File: config.mk
export PLATFORM = sky130hd
export DESIGN_NAME = crc16_crc32_engine
export DESIGN_NICKNAME = d
export VERILOG_FILES = /design/src/rtl/crc_pkg.sv /design/src/rtl/crc_step_if.sv /design/src/rtl/crc16_crc32_engine.sv /design/src/rtl/crc_byte_update.sv
export SDC_FILE = /design/constraint.sdc
export NUM_CORES = 1
export LEC_CHECK = 0
export ABC_AREA = 1
export BUFFER_PORTS_ARGS = -buffer_cell sky130_fd_sc_hd__clkbuf_2
export CAP_MARGIN = 5
export CORE_AREA = 2 2 119 167
export CTS_CLUSTER_SIZE = 40
export DETAILED_ROUTE_END_ITERATION = 16
export DIE_AREA = 0 0 121 169
export SYNTH_ARGS = -nofsm -noshare
export SYNTH_HDL_FRONTEND = slang
export SYNTH_SLANG_ARGS = --single-unit
export TNS_END_PERCENT = 30
File: constraint.sdc
create_clock -name clk -period 5.5 [get_ports clk]
set_input_delay 0.275 -clock clk [delete_from_list [all_inputs] [get_ports clk]]
set_output_delay 0.275 -clock clk [all_outputs]
set_load 0.005 [all_outputs]
File: src/rtl/crc_pkg.sv
/*
  constants of the byte-serial crc engine: register addresses, field
  positions, reset values, polynomials and flash geometry.
  assumes: imported whole by every design file of the engine except the step interface.
*/
package crc_pkg;
  // ----------------------------------------
  // register addresses on the register port
  // ----------------------------------------
  localparam logic [7:0] ADDR_DATA = 8'h91;
  localparam logic [7:0] ADDR_CTRL = 8'h92;
  localparam logic [7:0] ADDR_IN = 8'h93;
  localparam logic [7:0] ADDR_FLIP = 8'h95;
  localparam logic [7:0] ADDR_AUTO = 8'h96;
  localparam logic [7:0] ADDR_CNT = 8'h97;
  // ----------------------------------------
  // field positions
  // ----------------------------------------
  localparam int CTRL_SEL = 4;
  localparam int CTRL_INIT = 3;
  localparam int CTRL_VAL = 2;
  localparam int AUTO_EN = 7;
  localparam int AUTO_DONE = 6;
  localparam int SECTOR_W = 6;
  // ----------------------------------------
  // reset values and seeds
  // ----------------------------------------
  localparam logic [7:0] CTRL_RESET = 8'h00;
  localparam logic [7:0] AUTO_RESET = 8'h40;
  localparam logic [31:0] SEED_ZERO = 32'h00000000;
  localparam logic [31:0] SEED_ONES = 32'hffffffff;
  // ----------------------------------------
  // polynomials (32-bit: reflected form of 32'h04c11db7; 16-bit: 16'h1021 unreflected)
  // ----------------------------------------
  localparam logic [31:0] POLY32_REFL = 32'hedb88320;
  localparam logic [15:0] POLY16 = 16'h1021;
  // ----------------------------------------
  // flash geometry
  // ----------------------------------------
  localparam int SECTOR_BYTES = 1024;
  localparam int SECTOR_SHIFT = $clog2(SECTOR_BYTES);
  localparam int FADDR_W = SECTOR_W + SECTOR_SHIFT;
  typedef enum logic [1:0] {st_idle, st_fetch, st_wait} run_e;
endpackage

File: src/rtl/crc_step_if.sv
/*
  carrier between the engine and its byte update logic.
  assumes: one engine drives the inputs, one update block answers.
*/
interface crc_step_if;
  logic [31:0] crc_in;
  logic [7:0] data;
  logic short_sel;
  logic [31:0] crc_out;
  modport engine (output crc_in, output data, output short_sel, input crc_out);
  modport calc (input crc_in, input data, input short_sel, output crc_out);
endinterface

File: src/rtl/crc16_crc32_engine.sv
/*
  byte-serial crc engine with indirect result access and automatic
  flash sector runs that stall the processor.
  assumes: register port accesses are single-cycle strobes from the core;
  flash answers each one-cycle read with flash_valid some cycles later.
*/
// What this block does
// - 32-bit mode uses reflected 0x04C11DB7 algorithm
// - 32-bit: xor byte into low byte
// - 32-bit: eight right shifts, conditional xor
// - select bit picks polynomial and length
// - init loads zeros or ones per seed
// - each input write folds byte immediately
// - auto run covers count sectors of 1024
// - control write starts run; core stalled
// - pointer picks result byte, auto-increments
// - 32-bit pointer maps four bytes
// - 16-bit pointer maps two bytes twice
// - result holds until init, write, input, auto-run flash fold
// - control bits 7:5 read zero
// - 16-bit: xor high byte, left shifts
// - first flash byte at start times 1024
module crc16_crc32_engine
  import crc_pkg::*;
(
  input wire logic clk,
  input wire logic nrst,
  input wire logic ce,
  input wire logic [7:0] sfr_addr,
  input wire logic sfr_wr,
  input wire logic sfr_rd,
  input wire logic [7:0] sfr_wdata,
  output logic [7:0] sfr_rdata,
  output logic [FADDR_W-1:0] flash_addr,
  output logic flash_rd,
  input wire logic flash_valid,
  input wire logic [7:0] flash_rdata,
  output logic cpu_stall
);
  typedef struct packed {
    run_e state;
    logic sel;
    logic val;
    logic [1:0] ptr;
    logic auto_en;
    logic [SECTOR_W-1:0] start;
    logic [SECTOR_W-1:0] count;
    logic [7:0] flip;
    logic [31:0] result;
    logic [FADDR_W-1:0] faddr;
    logic [FADDR_W:0] left;
    logic frd;
    logic stall;
    logic [7:0] rdata;
  } state_s;

  state_s s_r;
  state_s s_nxt;
  logic [1:0] byte_idx;
  logic [7:0] sel_byte;
  logic fold;

  crc_step_if step ();

  // ----------------------------------------
  // update path, shared by core and flash
  // ----------------------------------------
  assign step.crc_in = s_r.result;
  assign step.short_sel = s_r.sel;
  assign step.data = (s_r.state == st_wait) ? flash_rdata : sfr_wdata;

  crc_byte_update u_update (
    .p(step.calc)
  );

  // 16-bit mode only looks at the pointer's low bit
  assign byte_idx = s_r.sel ? {1'b0, s_r.ptr[0]} : s_r.ptr;
  assign sel_byte = s_r.result[byte_idx*8 +: 8];

  // ----------------------------------------
  // next state
  // ----------------------------------------
  always_comb begin
    s_nxt = s_r;
    s_nxt.frd = 1'b0;
    fold = 1'b0;
    case (s_r.state)
      st_idle: begin
        // register accesses only land here: the core is stalled during runs
        if (sfr_wr) begin
          if (sfr_addr == ADDR_CTRL) begin
            s_nxt.sel = sfr_wdata[CTRL_SEL];
            s_nxt.val = sfr_wdata[CTRL_VAL];
            s_nxt.ptr = sfr_wdata[1:0];
            if (sfr_wdata[CTRL_INIT]) begin
              s_nxt.result = sfr_wdata[CTRL_VAL] ? SEED_ONES : SEED_ZERO;
            end
            if (s_r.auto_en && s_r.count != '0) begin
              s_nxt.state = st_fetch;
              s_nxt.stall = 1'b1;
              s_nxt.faddr = {s_r.start, SECTOR_SHIFT'(0)};
              s_nxt.left = {1'b0, s_r.count, SECTOR_SHIFT'(0)};
            end
          end else if (sfr_addr == ADDR_IN) begin
            fold = 1'b1;
          end else if (sfr_addr == ADDR_DATA) begin
            s_nxt.result[byte_idx*8 +: 8] = sfr_wdata;
          end else if (sfr_addr == ADDR_FLIP) begin
            s_nxt.flip = {<<{sfr_wdata}};
          end else if (sfr_addr == ADDR_AUTO) begin
            s_nxt.auto_en = sfr_wdata[AUTO_EN];
            s_nxt.start = sfr_wdata[SECTOR_W-1:0];
          end else if (sfr_addr == ADDR_CNT) begin
            s_nxt.count = sfr_wdata[SECTOR_W-1:0];
          end
        end
        if (sfr_rd) begin
          if (sfr_addr == ADDR_CTRL) begin
            s_nxt.rdata = {3'h0, s_r.sel, 1'b0, s_r.val, s_r.ptr};
          end else if (sfr_addr == ADDR_DATA) begin
            s_nxt.rdata = sel_byte;
          end else if (sfr_addr == ADDR_FLIP) begin
            s_nxt.rdata = s_r.flip;
          end else if (sfr_addr == ADDR_AUTO) begin
            s_nxt.rdata = {s_r.auto_en, 1'b1, s_r.start};
          end else if (sfr_addr == ADDR_CNT) begin
            s_nxt.rdata = {2'h0, s_r.count};
          end else begin
            s_nxt.rdata = 8'h00;
          end
        end
        if ((sfr_rd || sfr_wr) && sfr_addr == ADDR_DATA) begin
          s_nxt.ptr = s_r.ptr + 2'h1;
        end
      end
      st_fetch: begin
        s_nxt.frd = 1'b1;
        s_nxt.state = st_wait;
      end
      st_wait: begin
        if (flash_valid) begin
          fold = 1'b1;
          s_nxt.faddr = s_r.faddr + FADDR_W'(1);
          s_nxt.left = s_r.left - (FADDR_W + 1)'(1);
          if (s_r.left == (FADDR_W + 1)'(1)) begin
            s_nxt.state = st_idle;
            s_nxt.stall = 1'b0;
          end else begin
            s_nxt.state = st_fetch;
          end
        end
      end
      default: begin
        s_nxt.state = st_idle;
      end
    endcase
    if (fold) begin
      s_nxt.result = step.crc_out;
    end
  end

  // ----------------------------------------
  // state register, frozen while ce is low
  // ----------------------------------------
  always_ff @(posedge clk or negedge nrst) begin
    if (!nrst) begin
      s_r <= '{state: st_idle, sel: CTRL_RESET[CTRL_SEL], val: CTRL_RESET[CTRL_VAL],
               ptr: CTRL_RESET[1:0], auto_en: AUTO_RESET[AUTO_EN], start: '0, count: '0,
               flip: 8'h00, result: SEED_ZERO, faddr: '0, left: '0, frd: 1'b0,
               stall: 1'b0, rdata: 8'h00};
    end else if (ce) begin
      s_r <= s_nxt;
    end
  end

  assign sfr_rdata = s_r.rdata;
  assign flash_addr = s_r.faddr;
  assign flash_rd = s_r.frd;
  assign cpu_stall = s_r.stall;

  logic idle_ok;
  assign idle_ok = ce && s_r.state == st_idle;
endmodule

File: src/rtl/crc_byte_update.sv
/*
  one input byte folded into the crc accumulator, purely combinational.
  assumes: engine registers the answer; upper half passes through in 16-bit mode.
*/
module crc_byte_update
  import crc_pkg::*;
(
  crc_step_if.calc p
);
  logic [31:0] acc;

  always_comb begin
    acc = p.crc_in;
    if (p.short_sel) begin
      acc[15:8] = acc[15:8] ^ p.data;
      for (int i = 0; i < 8; i++) begin
        if (acc[15]) begin
          acc[15:0] = {acc[14:0], 1'b0} ^ POLY16;
        end else begin
          acc[15:0] = {acc[14:0], 1'b0};
        end
      end
    end else begin
      // reflected form: no explicit bit reversal needed on byte or result
      acc[7:0] = acc[7:0] ^ p.data;
      for (int i = 0; i < 8; i++) begin
        if (acc[0]) begin
          acc = (acc >> 1) ^ POLY32_REFL;
        end else begin
          acc = acc >> 1;
        end
      end
    end
    p.crc_out = acc;
  end
endmodule

# After elaboration in Yosys (flattened, before gate mapping)
# Index checks and enable logic that the tools add are counted.
[totals]
reg_bits = 102
word_cells = 161
[classes]
shifts = 3
n_addsub = 4
eq_ne = 17
bitwise_logic = 23
n_mux = 77
n_reduce_logical = 22
[ops]
columns = ["cell", "count"]
rows = [
  ["$mux 32", 21],
  ["$mux 16", 9],
  ["$mux 13", 9],
  ["$not 13->14", 8],
  ["$mux 33", 3],
  ["$mux 92", 1],
  ["$pmux 33 s2", 1],
  ["$mux 53", 1],
  ["$eq 8x8->1 const B", 6],
  ["$mux 8", 6],
  ["$mux 21", 2],
  ["$neg 5->34", 1],
  ["$shift 8x34->32 const A", 1],
  ["$shiftx 8x34->32", 1],
  ["$bwmux 32", 1],
  ["$shiftx 32x6->8", 1],
  ["$mux 6", 4],
  ["$not 3->3", 8],
  ["$reduce_and 7->1", 3],
  ["$eq 17x1->1 const B", 1],
  ["$sub 17x1->17 const B", 1],
  ["$add 16x1->16 const B", 1],
  ["$xor 8x8->8", 2],
  ["$reduce_and 6->1", 2],
  ["other kinds (24)", 52],
]

# Depth between registers and ports, before layout
# Gate-level depths: netlist of run 1.
[depth]
depth_word = 28
mapped_depth = 17

# Hierarchy
# From an unflattened synthesis of run 1, not the netlist that was laid out.
[unflattened]
cells_unflattened = 1359
hier_area_um2 = 8614.5
[modules_own_cells]
columns = ["mod", "cells_per_inst", "instances", "area_per_inst_um2"]
rows = [
  ["crc16_crc32_engine", 1040, 1, 6955.4],
  ["crc_byte_update", 319, 1, 1659.1],
]

# Least setup slack after synthesis of run 1
# No wires, ideal clock.
[synth_timing]
kind = "register -> register"
startpoint = "register s_r[96] in the netlist's numbering"
endpoint = "register s_r, in the netlist step.crc_in[16]"
path_stages_with_launch = 13
n_path_buf = 2
path_slack_ns = 2.939
arrival_time_ns = 2.484
setup_ns = 0.076
path_cell_list = "dfrtp_1 -> clkbuf_1 -> clkinv_1 -> clkbuf_1 -> ha_1 -> inv_1 -> nor4_1 -> inv_1 -> o21ai_0 -> nand2_1 -> o21ai_1 -> nand2_1 -> o21ai_1"
[synth_via]
elab_chain_len = 10
word_cells_on_any_way = 11
cone_classes = "add/sub: 1; shift: 2; mux: 8"
[synth_lines]
columns = ["element", "line_no", "text"]
rows = [
  ["start: declaration", "crc16_crc32_engine.sv:57", "state_s s_r;"],
  ["start signal: assignment", "crc16_crc32_engine.sv:167", "s_r <= '{state: st_idle, sel: CTRL_RESET[CTRL_SEL], val: CTRL_RESET[CTRL_VAL],"],
  ["start signal: assignment", "crc16_crc32_engine.sv:172", "s_r <= s_nxt;"],
  ["$mux 2 *", "crc16_crc32_engine.sv:77", "assign byte_idx = s_r.sel ? {1'b0, s_r.ptr[0]} : s_r.ptr;"],
  ["$neg 5->34 *", "crc16_crc32_engine.sv:107", "s_nxt.result[byte_idx*8 +: 8] = sfr_wdata;"],
  ["$shiftx 8x34->32 / $shift 8x34->32 (equally long branches)", "crc16_crc32_engine.sv:107", ""],
  ["$bwmux 32 *", "crc16_crc32_engine.sv:107", ""],
  ["$mux 32 *", "crc16_crc32_engine.sv:106", "end else if (sfr_addr == ADDR_DATA) begin"],
  ["$mux 53 *", "crc16_crc32_engine.sv:104", "end else if (sfr_addr == ADDR_IN) begin"],
  ["$mux 32 *", "crc16_crc32_engine.sv:91", "if (sfr_addr == ADDR_CTRL) begin"],
  ["$mux 92 *", "crc16_crc32_engine.sv:90", "if (sfr_wr) begin"],
  ["$mux 32 *", "crc16_crc32_engine.sv:87", "case (s_r.state)"],
  ["$mux 32 *", "crc16_crc32_engine.sv:157", "if (fold) begin"],
]
# Every way passes the cells marked *; elsewhere a longest branch is shown, timed or not. The select of a mux whose other input is x is not followed.
# A chain may end at the register's enable or synchronous reset.

# Worst setup path in the final report of run 1
# Ends and elaborated chain as after synthesis.

==> impl_metrics.ini, run 1 <==
[yosys]
seq_area_frac_synth_pct = 30.6
synth.distinct_cells = 61
synth_ff_type = dfrtp_1
synth_enable_flop_cells = 0
syn-cell-area_um2 = 8330
async_reset_ff_share_pct = 100
syn_nets = 1293
yosysWarnings = 0
ys_seq_elements = 102
syn_inst = 1256
synth_area_per_cell_um2 = 6.64

[placement]
pre_cts_ws_ps = 1910
gp_congestion = 0.978
io_buffer_count = 55
dpl.hpwl_um = 22600
dp.cells = 1499
placed_cell_area_um2 = 8500

[power]
vdd_drop_max_uv = 266
cellLeakagePower_nw = 4.34
p_total_mw = 4.63
power_density_nw_per_um2 = 526

[die]
core_um2 = 19000
fp.dieW_um = 121
die_area_um2 = 20400
io_pins = 56
fp.dieH_um = 169
start_util_pct = 43.9
rows = 60

[layout]
fillers = 2055
final_common_cell = nand2_1
stdcell_count = 1516
mostFrequentLayoutCells = nand2_1, nand3_1, inv_1, dfrtp_1, nor2_1
finalInstanceArea_um2 = 8800
drive_gt1_share_pct = 11.8
fin_nets = 1300
synthToLayoutAreaGrowth_pct = 5.61
n_antenna_cell = 0
fin_util_pct = 46.3

[global_routing]
grt_antenna_before_repair = 0
grt_max_degree = 72
grt_pass1_vias = 8055
track_usage_pct = 29.4
overflow = 0
grt_pass1_wl_um = 45600

[critical_path]
worst_setup_path_start_kind = flip-flop
r2r-start = s_r[96]$_DFFE_PN0P_
crit_buf_inv = 3
reg2reg_depth = 10
cpMaxStageDelayCell = dfrtp_1
r2r_end = step.crc_in[16]$_DFFE_PN0P_
cpLargestDelayFamily = buffers and inverters
crit_chain = clkinv_1 -> ha_1 -> inv_1 -> nor4_1 -> inv_1 -> o21ai_0 -> nand2_1 -> o21ai_1 -> nand2_1 -> o21ai_1
crit_cells = 10
cp.required_ps = 5800
cp-startpoint = s_r[96]$_DFFE_PN0P_
crit_end = step.crc_in[16]$_DFFE_PN0P_
endpoint_kind = flip-flop
reg2reg_slack_ps = 1770
arrival_ps = 4030
cp_slowest_stage_delay_ps = 940
crit_path_max_fanout = 31
crit_type = flip-flop to flip-flop

[cts]
worst_skew_pair.late_latency_ps = 370
cts_buffer_depth = 2
cts.repair.resized = 0
hold_buffers = 1
cts_made_buffers = 9
cts.sink_count = 102
cts-root-buf = clkbuf_16
postCtsSetupBuffers = 0
cts_tree = done
path_clk_slew_ps = 80
htreeDepth = 3

[sta]
drv_slew = 0
setup_tns_ps = 0
fin_ws_ps = 1770
finalCritPeriodShare_pct = 67.8
worst_pin_slew_ps = 1150
hold_viol = 0
fmax_ghz = 0.268
min_period_ps = 3730
skew_ps = 10.4
relSlewSlack_pct = 22.9
holdWs_ps = 306
grt_setup_unrepaired = false
finalSetupViolCount = 0

[detailed_routing]
vias = 8499
drt_iter0_markers = 736
firstDrtPassIters = 5
drcViolationCount = 0
drt_wl_total_um = 29400
antenna_left = 0
avgViaCountPerCell = 5.61
wl_per_cell_um = 19.4

[flow_run]
max_cap_viol_count = 0

[outcome]
status = finished, final reports clean

[hold_path]
min_path_type = input port to flip-flop
cells in the mapped netlist (10+ instances only):
| master | number | area share, % |
|---|---|---|
| a21oi_1 | 66 | 4.0 |
| clkbuf_1 | 16 | 0.72 |
| nand3_1 | 112 | 6.7 |
| nand4_1 | 17 | 1.3 |
| xor2_1 | 31 | 3.3 |
| dfrtp_1 | 102 | 31 |
| nor3_1 | 18 | 1.1 |
| nand2_1 | 372 | 17 |
| inv_1 | 110 | 5.0 |
| o21ai_0 | 74 | 4.4 |
| nand2_2 | 34 | 2.6 |
| buf_4 | 28 | 2.5 |
| nor2_1 | 95 | 4.3 |
| o21ai_1 | 35 | 2.1 |
| xnor2_1 | 10 | 1.1 |
worst min path at each step:
stage,from,to,cells past startpoint
2_1_floorplan,nrst,cpu_stall$_DFFE_PN0P_,0
3_3_place_gp,nrst,flash_addr[5]$_DFFE_PN0P_,1
3_5_place_dp,nrst,flash_addr[3]$_DFFE_PN0P_,1
4_1_cts,sfr_rd,sfr_rdata[0]$_DFFE_PN0P_,5
5_1_grt,sfr_wdata[7],s_r[75]$_DFFE_PN0P_,3
6_report,sfr_rd,sfr_rdata[0]$_DFFE_PN0P_,5
state kept, by name (all words and copies together) (netlist names):
name,cells
step.short_sel,1
s_r,43
flash_addr,16
cpu_stall,1
sfr_rdata,8
flash_rd,1
step.crc_in,32
routing by layer:
layer	GRT usage, %	share of wire, %	vias to the layer above
met5	0	0	-
met4	15.9	5.9	0
met3	3.57	4.5	80
met2	51.5	50	285
met1	34.7	40	4020
li1	-	-	4114
kinds of logic (layout without fill, tap and decap cells):
logic type,count (synthesis),after routing,share of synthesized area (%)
AO/OA/AOI/OAI,234,234,16.0
XOR/XNOR,42,42,4.50
adder cells (fa/ha/maj),7,7,1.05
buffers and inverters,184,196,10.8
flip-flops,102,102,30.6
AND/OR/NAND/NOR,687,687,36.9
report_power, final:
part           internal, mW  total (mW)  switching [mW]
Clock                 0.320       0.664           0.344
Sequential            0.959        1.22           0.257
Combinational         0.841        2.75            1.91
worst min-delay path: stages:
cell and delay, ps:
clkbuf_2 100, inv_1 50, nor2_1 90, nand2_1 80, nand2_1 40
cell type report:
cell class | count | area (µm²) | area share, %
well taps | 248 | 310 | 3.53
clock inverters | 7 | 63.8 | 0.725
clock buffers | 9 | 225 | 2.56
inverters | 120 | 454 | 5.16
flip-flops and latches | 102 | 2550 | 29.0
repair buffers | 60 | 318 | 3.61
multi-input cells | 970 | 4880 | 55.4
(Power assumes the default switching activity.)
==> run 2, diff against run 1 <==
==> constraint.sdc (replaced) <==
create_clock -name clk -period 3.1 [get_ports clk]
set_input_delay 0.155 -clock clk [delete_from_list [all_inputs] [get_ports clk]]
set_output_delay 0.155 -clock clk [all_outputs]
set_load 0.005 [all_outputs]
==> run 2 against run 1 <==
Worst hold slack worse by 120 ps; final area grew 1.3%; sequential share of layout area down 0.38 points; final cell count increased by 0.79%; maximum frequency is 37% higher; global-route usage grew 0.22 points; via count up 0.95%; worst setup slack worse by 1400 ps; die area stayed put; clock skew decreased by 0.91 ps; routed wire length increased by 1.9%.
==> impl_metrics.ini, run 2 (synthesis results as in run 1) <==
[outcome]
status = finished, final reports clean

[placement]
dp.cells = 1511
pre_cts_ws_ps = 406
dpl.hpwl_um = 23300
gp_congestion = 0.959
io_buffer_count = 55

[sta]
finalSetupViolCount = 0
relSlewSlack_pct = 42.4
setup_tns_ps = 0
drv_slew = 0
min_period_ps = 2730
skew_ps = 9.54
grt_setup_unrepaired = false
fmax_ghz = 0.367
fin_ws_ps = 375
hold_viol = 0
worst_pin_slew_ps = 860
finalCritPeriodShare_pct = 87.9

[power]
seqPwrFrac_pct = 25.4
power_frac_comb_pct = 59.9
power_switching_mw = 4.47
p_total_mw = 8.34
p_int_mw = 3.87
netSwitchingFraction_pct = 53.6
cellLeakagePower_nw = 4.40
power_density_nw_per_um2 = 935
p_clk_share_pct = 14.8
vdd_drop_max_uv = 393

[critical_path]
arrival_ps = 3020
crit_path_max_fanout = 21
reg2reg_depth = 14
worst_setup_path_start_kind = flip-flop
endpoint_kind = flip-flop
cp.required_ps = 3400
crit_type = flip-flop to flip-flop

[detailed_routing]
vias = 8580
firstDrtPassIters = 5
drt_wl_total_um = 30000
drt_iter0_markers = 825
wl_per_cell_um = 19.6
avgViaCountPerCell = 5.62
drcViolationCount = 0
antenna_left = 0

[layout]
fin_nets = 1312
synthToLayoutAreaGrowth_pct = 7.03
largest_register = s_r
n_antenna_cell = 0
seqCellArea_um2 = 2550
drive_gt1_share_pct = 12.7
mostFrequentLayoutCells = nand2_1, nand3_1, inv_1, dfrtp_1, nor2_1
multi_input_area_um2 = 4880
fillers = 1985
stdcell_count = 1528
final_common_cell = nand2_1
largest_register_ffs = 43

[cts]
cts.sink_count = 102
htreeDepth = 3
cts.repair.resized = 0
cts-root-buf = clkbuf_16
worst_skew_pair.late_latency_ps = 370
cts_tree = done
cts_made_buffers = 9
cts_buffer_depth = 2
path_clk_slew_ps = 80

[hold_path]
whs_path_depth = 5
min_path_type = input port to flip-flop

[die]
die_area_um2 = 20400
fp.dieH_um = 169
fp.dieW_um = 121
start_util_pct = 43.9
io_pins = 56
rows = 60
core_um2 = 19000

[global_routing]
grt_pass1_wl_um = 45900
track_usage_pct = 29.6
overflow = 0
grt_antenna_before_repair = 0
grt_max_degree = 46
grt_pass1_vias = 8283

[flow_run]
max_cap_viol_count = 0
## run 2: final timing paths
check                                         start                           to  slack (ps)
hold / removal                               sfr_rd     sfr_rdata[5]$_DFFE_PN0P_         190
setup reg to reg               s_r[101]$_DFFE_PN0P_  step.crc_in[20]$_DFFE_PN0P_         370
setup / recovery               s_r[101]$_DFFE_PN0P_  step.crc_in[20]$_DFFE_PN0P_         370
hold reg to reg            sfr_rdata[3]$_DFFE_PN0P_     sfr_rdata[3]$_DFFE_PN0P_         480
max in group asynchronous                      nrst   step.crc_in[5]$_DFFE_PN0P_        1950
min in group asynchronous                      nrst    flash_addr[5]$_DFFE_PN0P_         370
## run 2: layout make-up
| class | instances | share of cell area, % |
|---|---|---|
| multi-input cells | 970 | 54.7 |
| flip-flops and latches | 102 | 28.6 |
| inverters | 120 | 5.09 |
| repair buffers | 72 | 4.71 |
| well taps | 248 | 3.48 |
| clock buffers | 9 | 2.52 |
| clock inverters | 7 | 0.884 |
## run 2: what timing repair did
item | CTS | global route
hold buffers | 1 | 0
buffers inserted | 0 | 0
endpoints found under the hold margin | 43 | 0
## run 2: per-stage QoR
| stage | instance area (µm²) | utilization, % | hold WS (ps) |
|---|---|---|---|
| after floorplan | 8330 | - | -141 |
| after global placement | 8610 | 45.3 | 249 |
| after detailed placement | 8610 | 45.3 | 249 |
| after CTS | 8920 | 47.0 | 178 |
| after global routing | 8920 | 47.0 | 216 |
| final | 8920 | 47.0 | 186 |
## run 2: layer usage
layer | global-route usage [%] | up-vias | share of wire [%]
met5 | 0 | - | 0
met4 | 20.2 | 0 | 7.4
met3 | 4.01 | 99 | 5.3
met2 | 51.6 | 330 | 50
met1 | 33.2 | 4014 | 38
li1 | - | 4137 | -
## run 2: power by group through the flow
stage / logic (mW) / registers, mW / clock network (mW)
6_report: 4.99 / 2.11 / 1.23
5_1_grt: 5.53 / 2.15 / 1.29
4_1_cts: 4.93 / 2.11 / 1.25
3_5_place_dp: 4.90 / 2.13 / 0
3_3_place_gp: 4.89 / 2.12 / 0
2_1_floorplan: 3.78 / 1.98 / 0
## run 2: critical path: stages, from the launching register on
cell and delay (ps):
dfrtp_1 660, nand2_4 300, nand2_1 200, nand2_2 100, nand2_1 70, nand2_1 360, nand2_1 200, nand2_2 130
nand2_1 100, nand2_1 70, nand2_1 80, nand2_1 60, nand2_1 60, nand3_1 100, a21oi_1 150
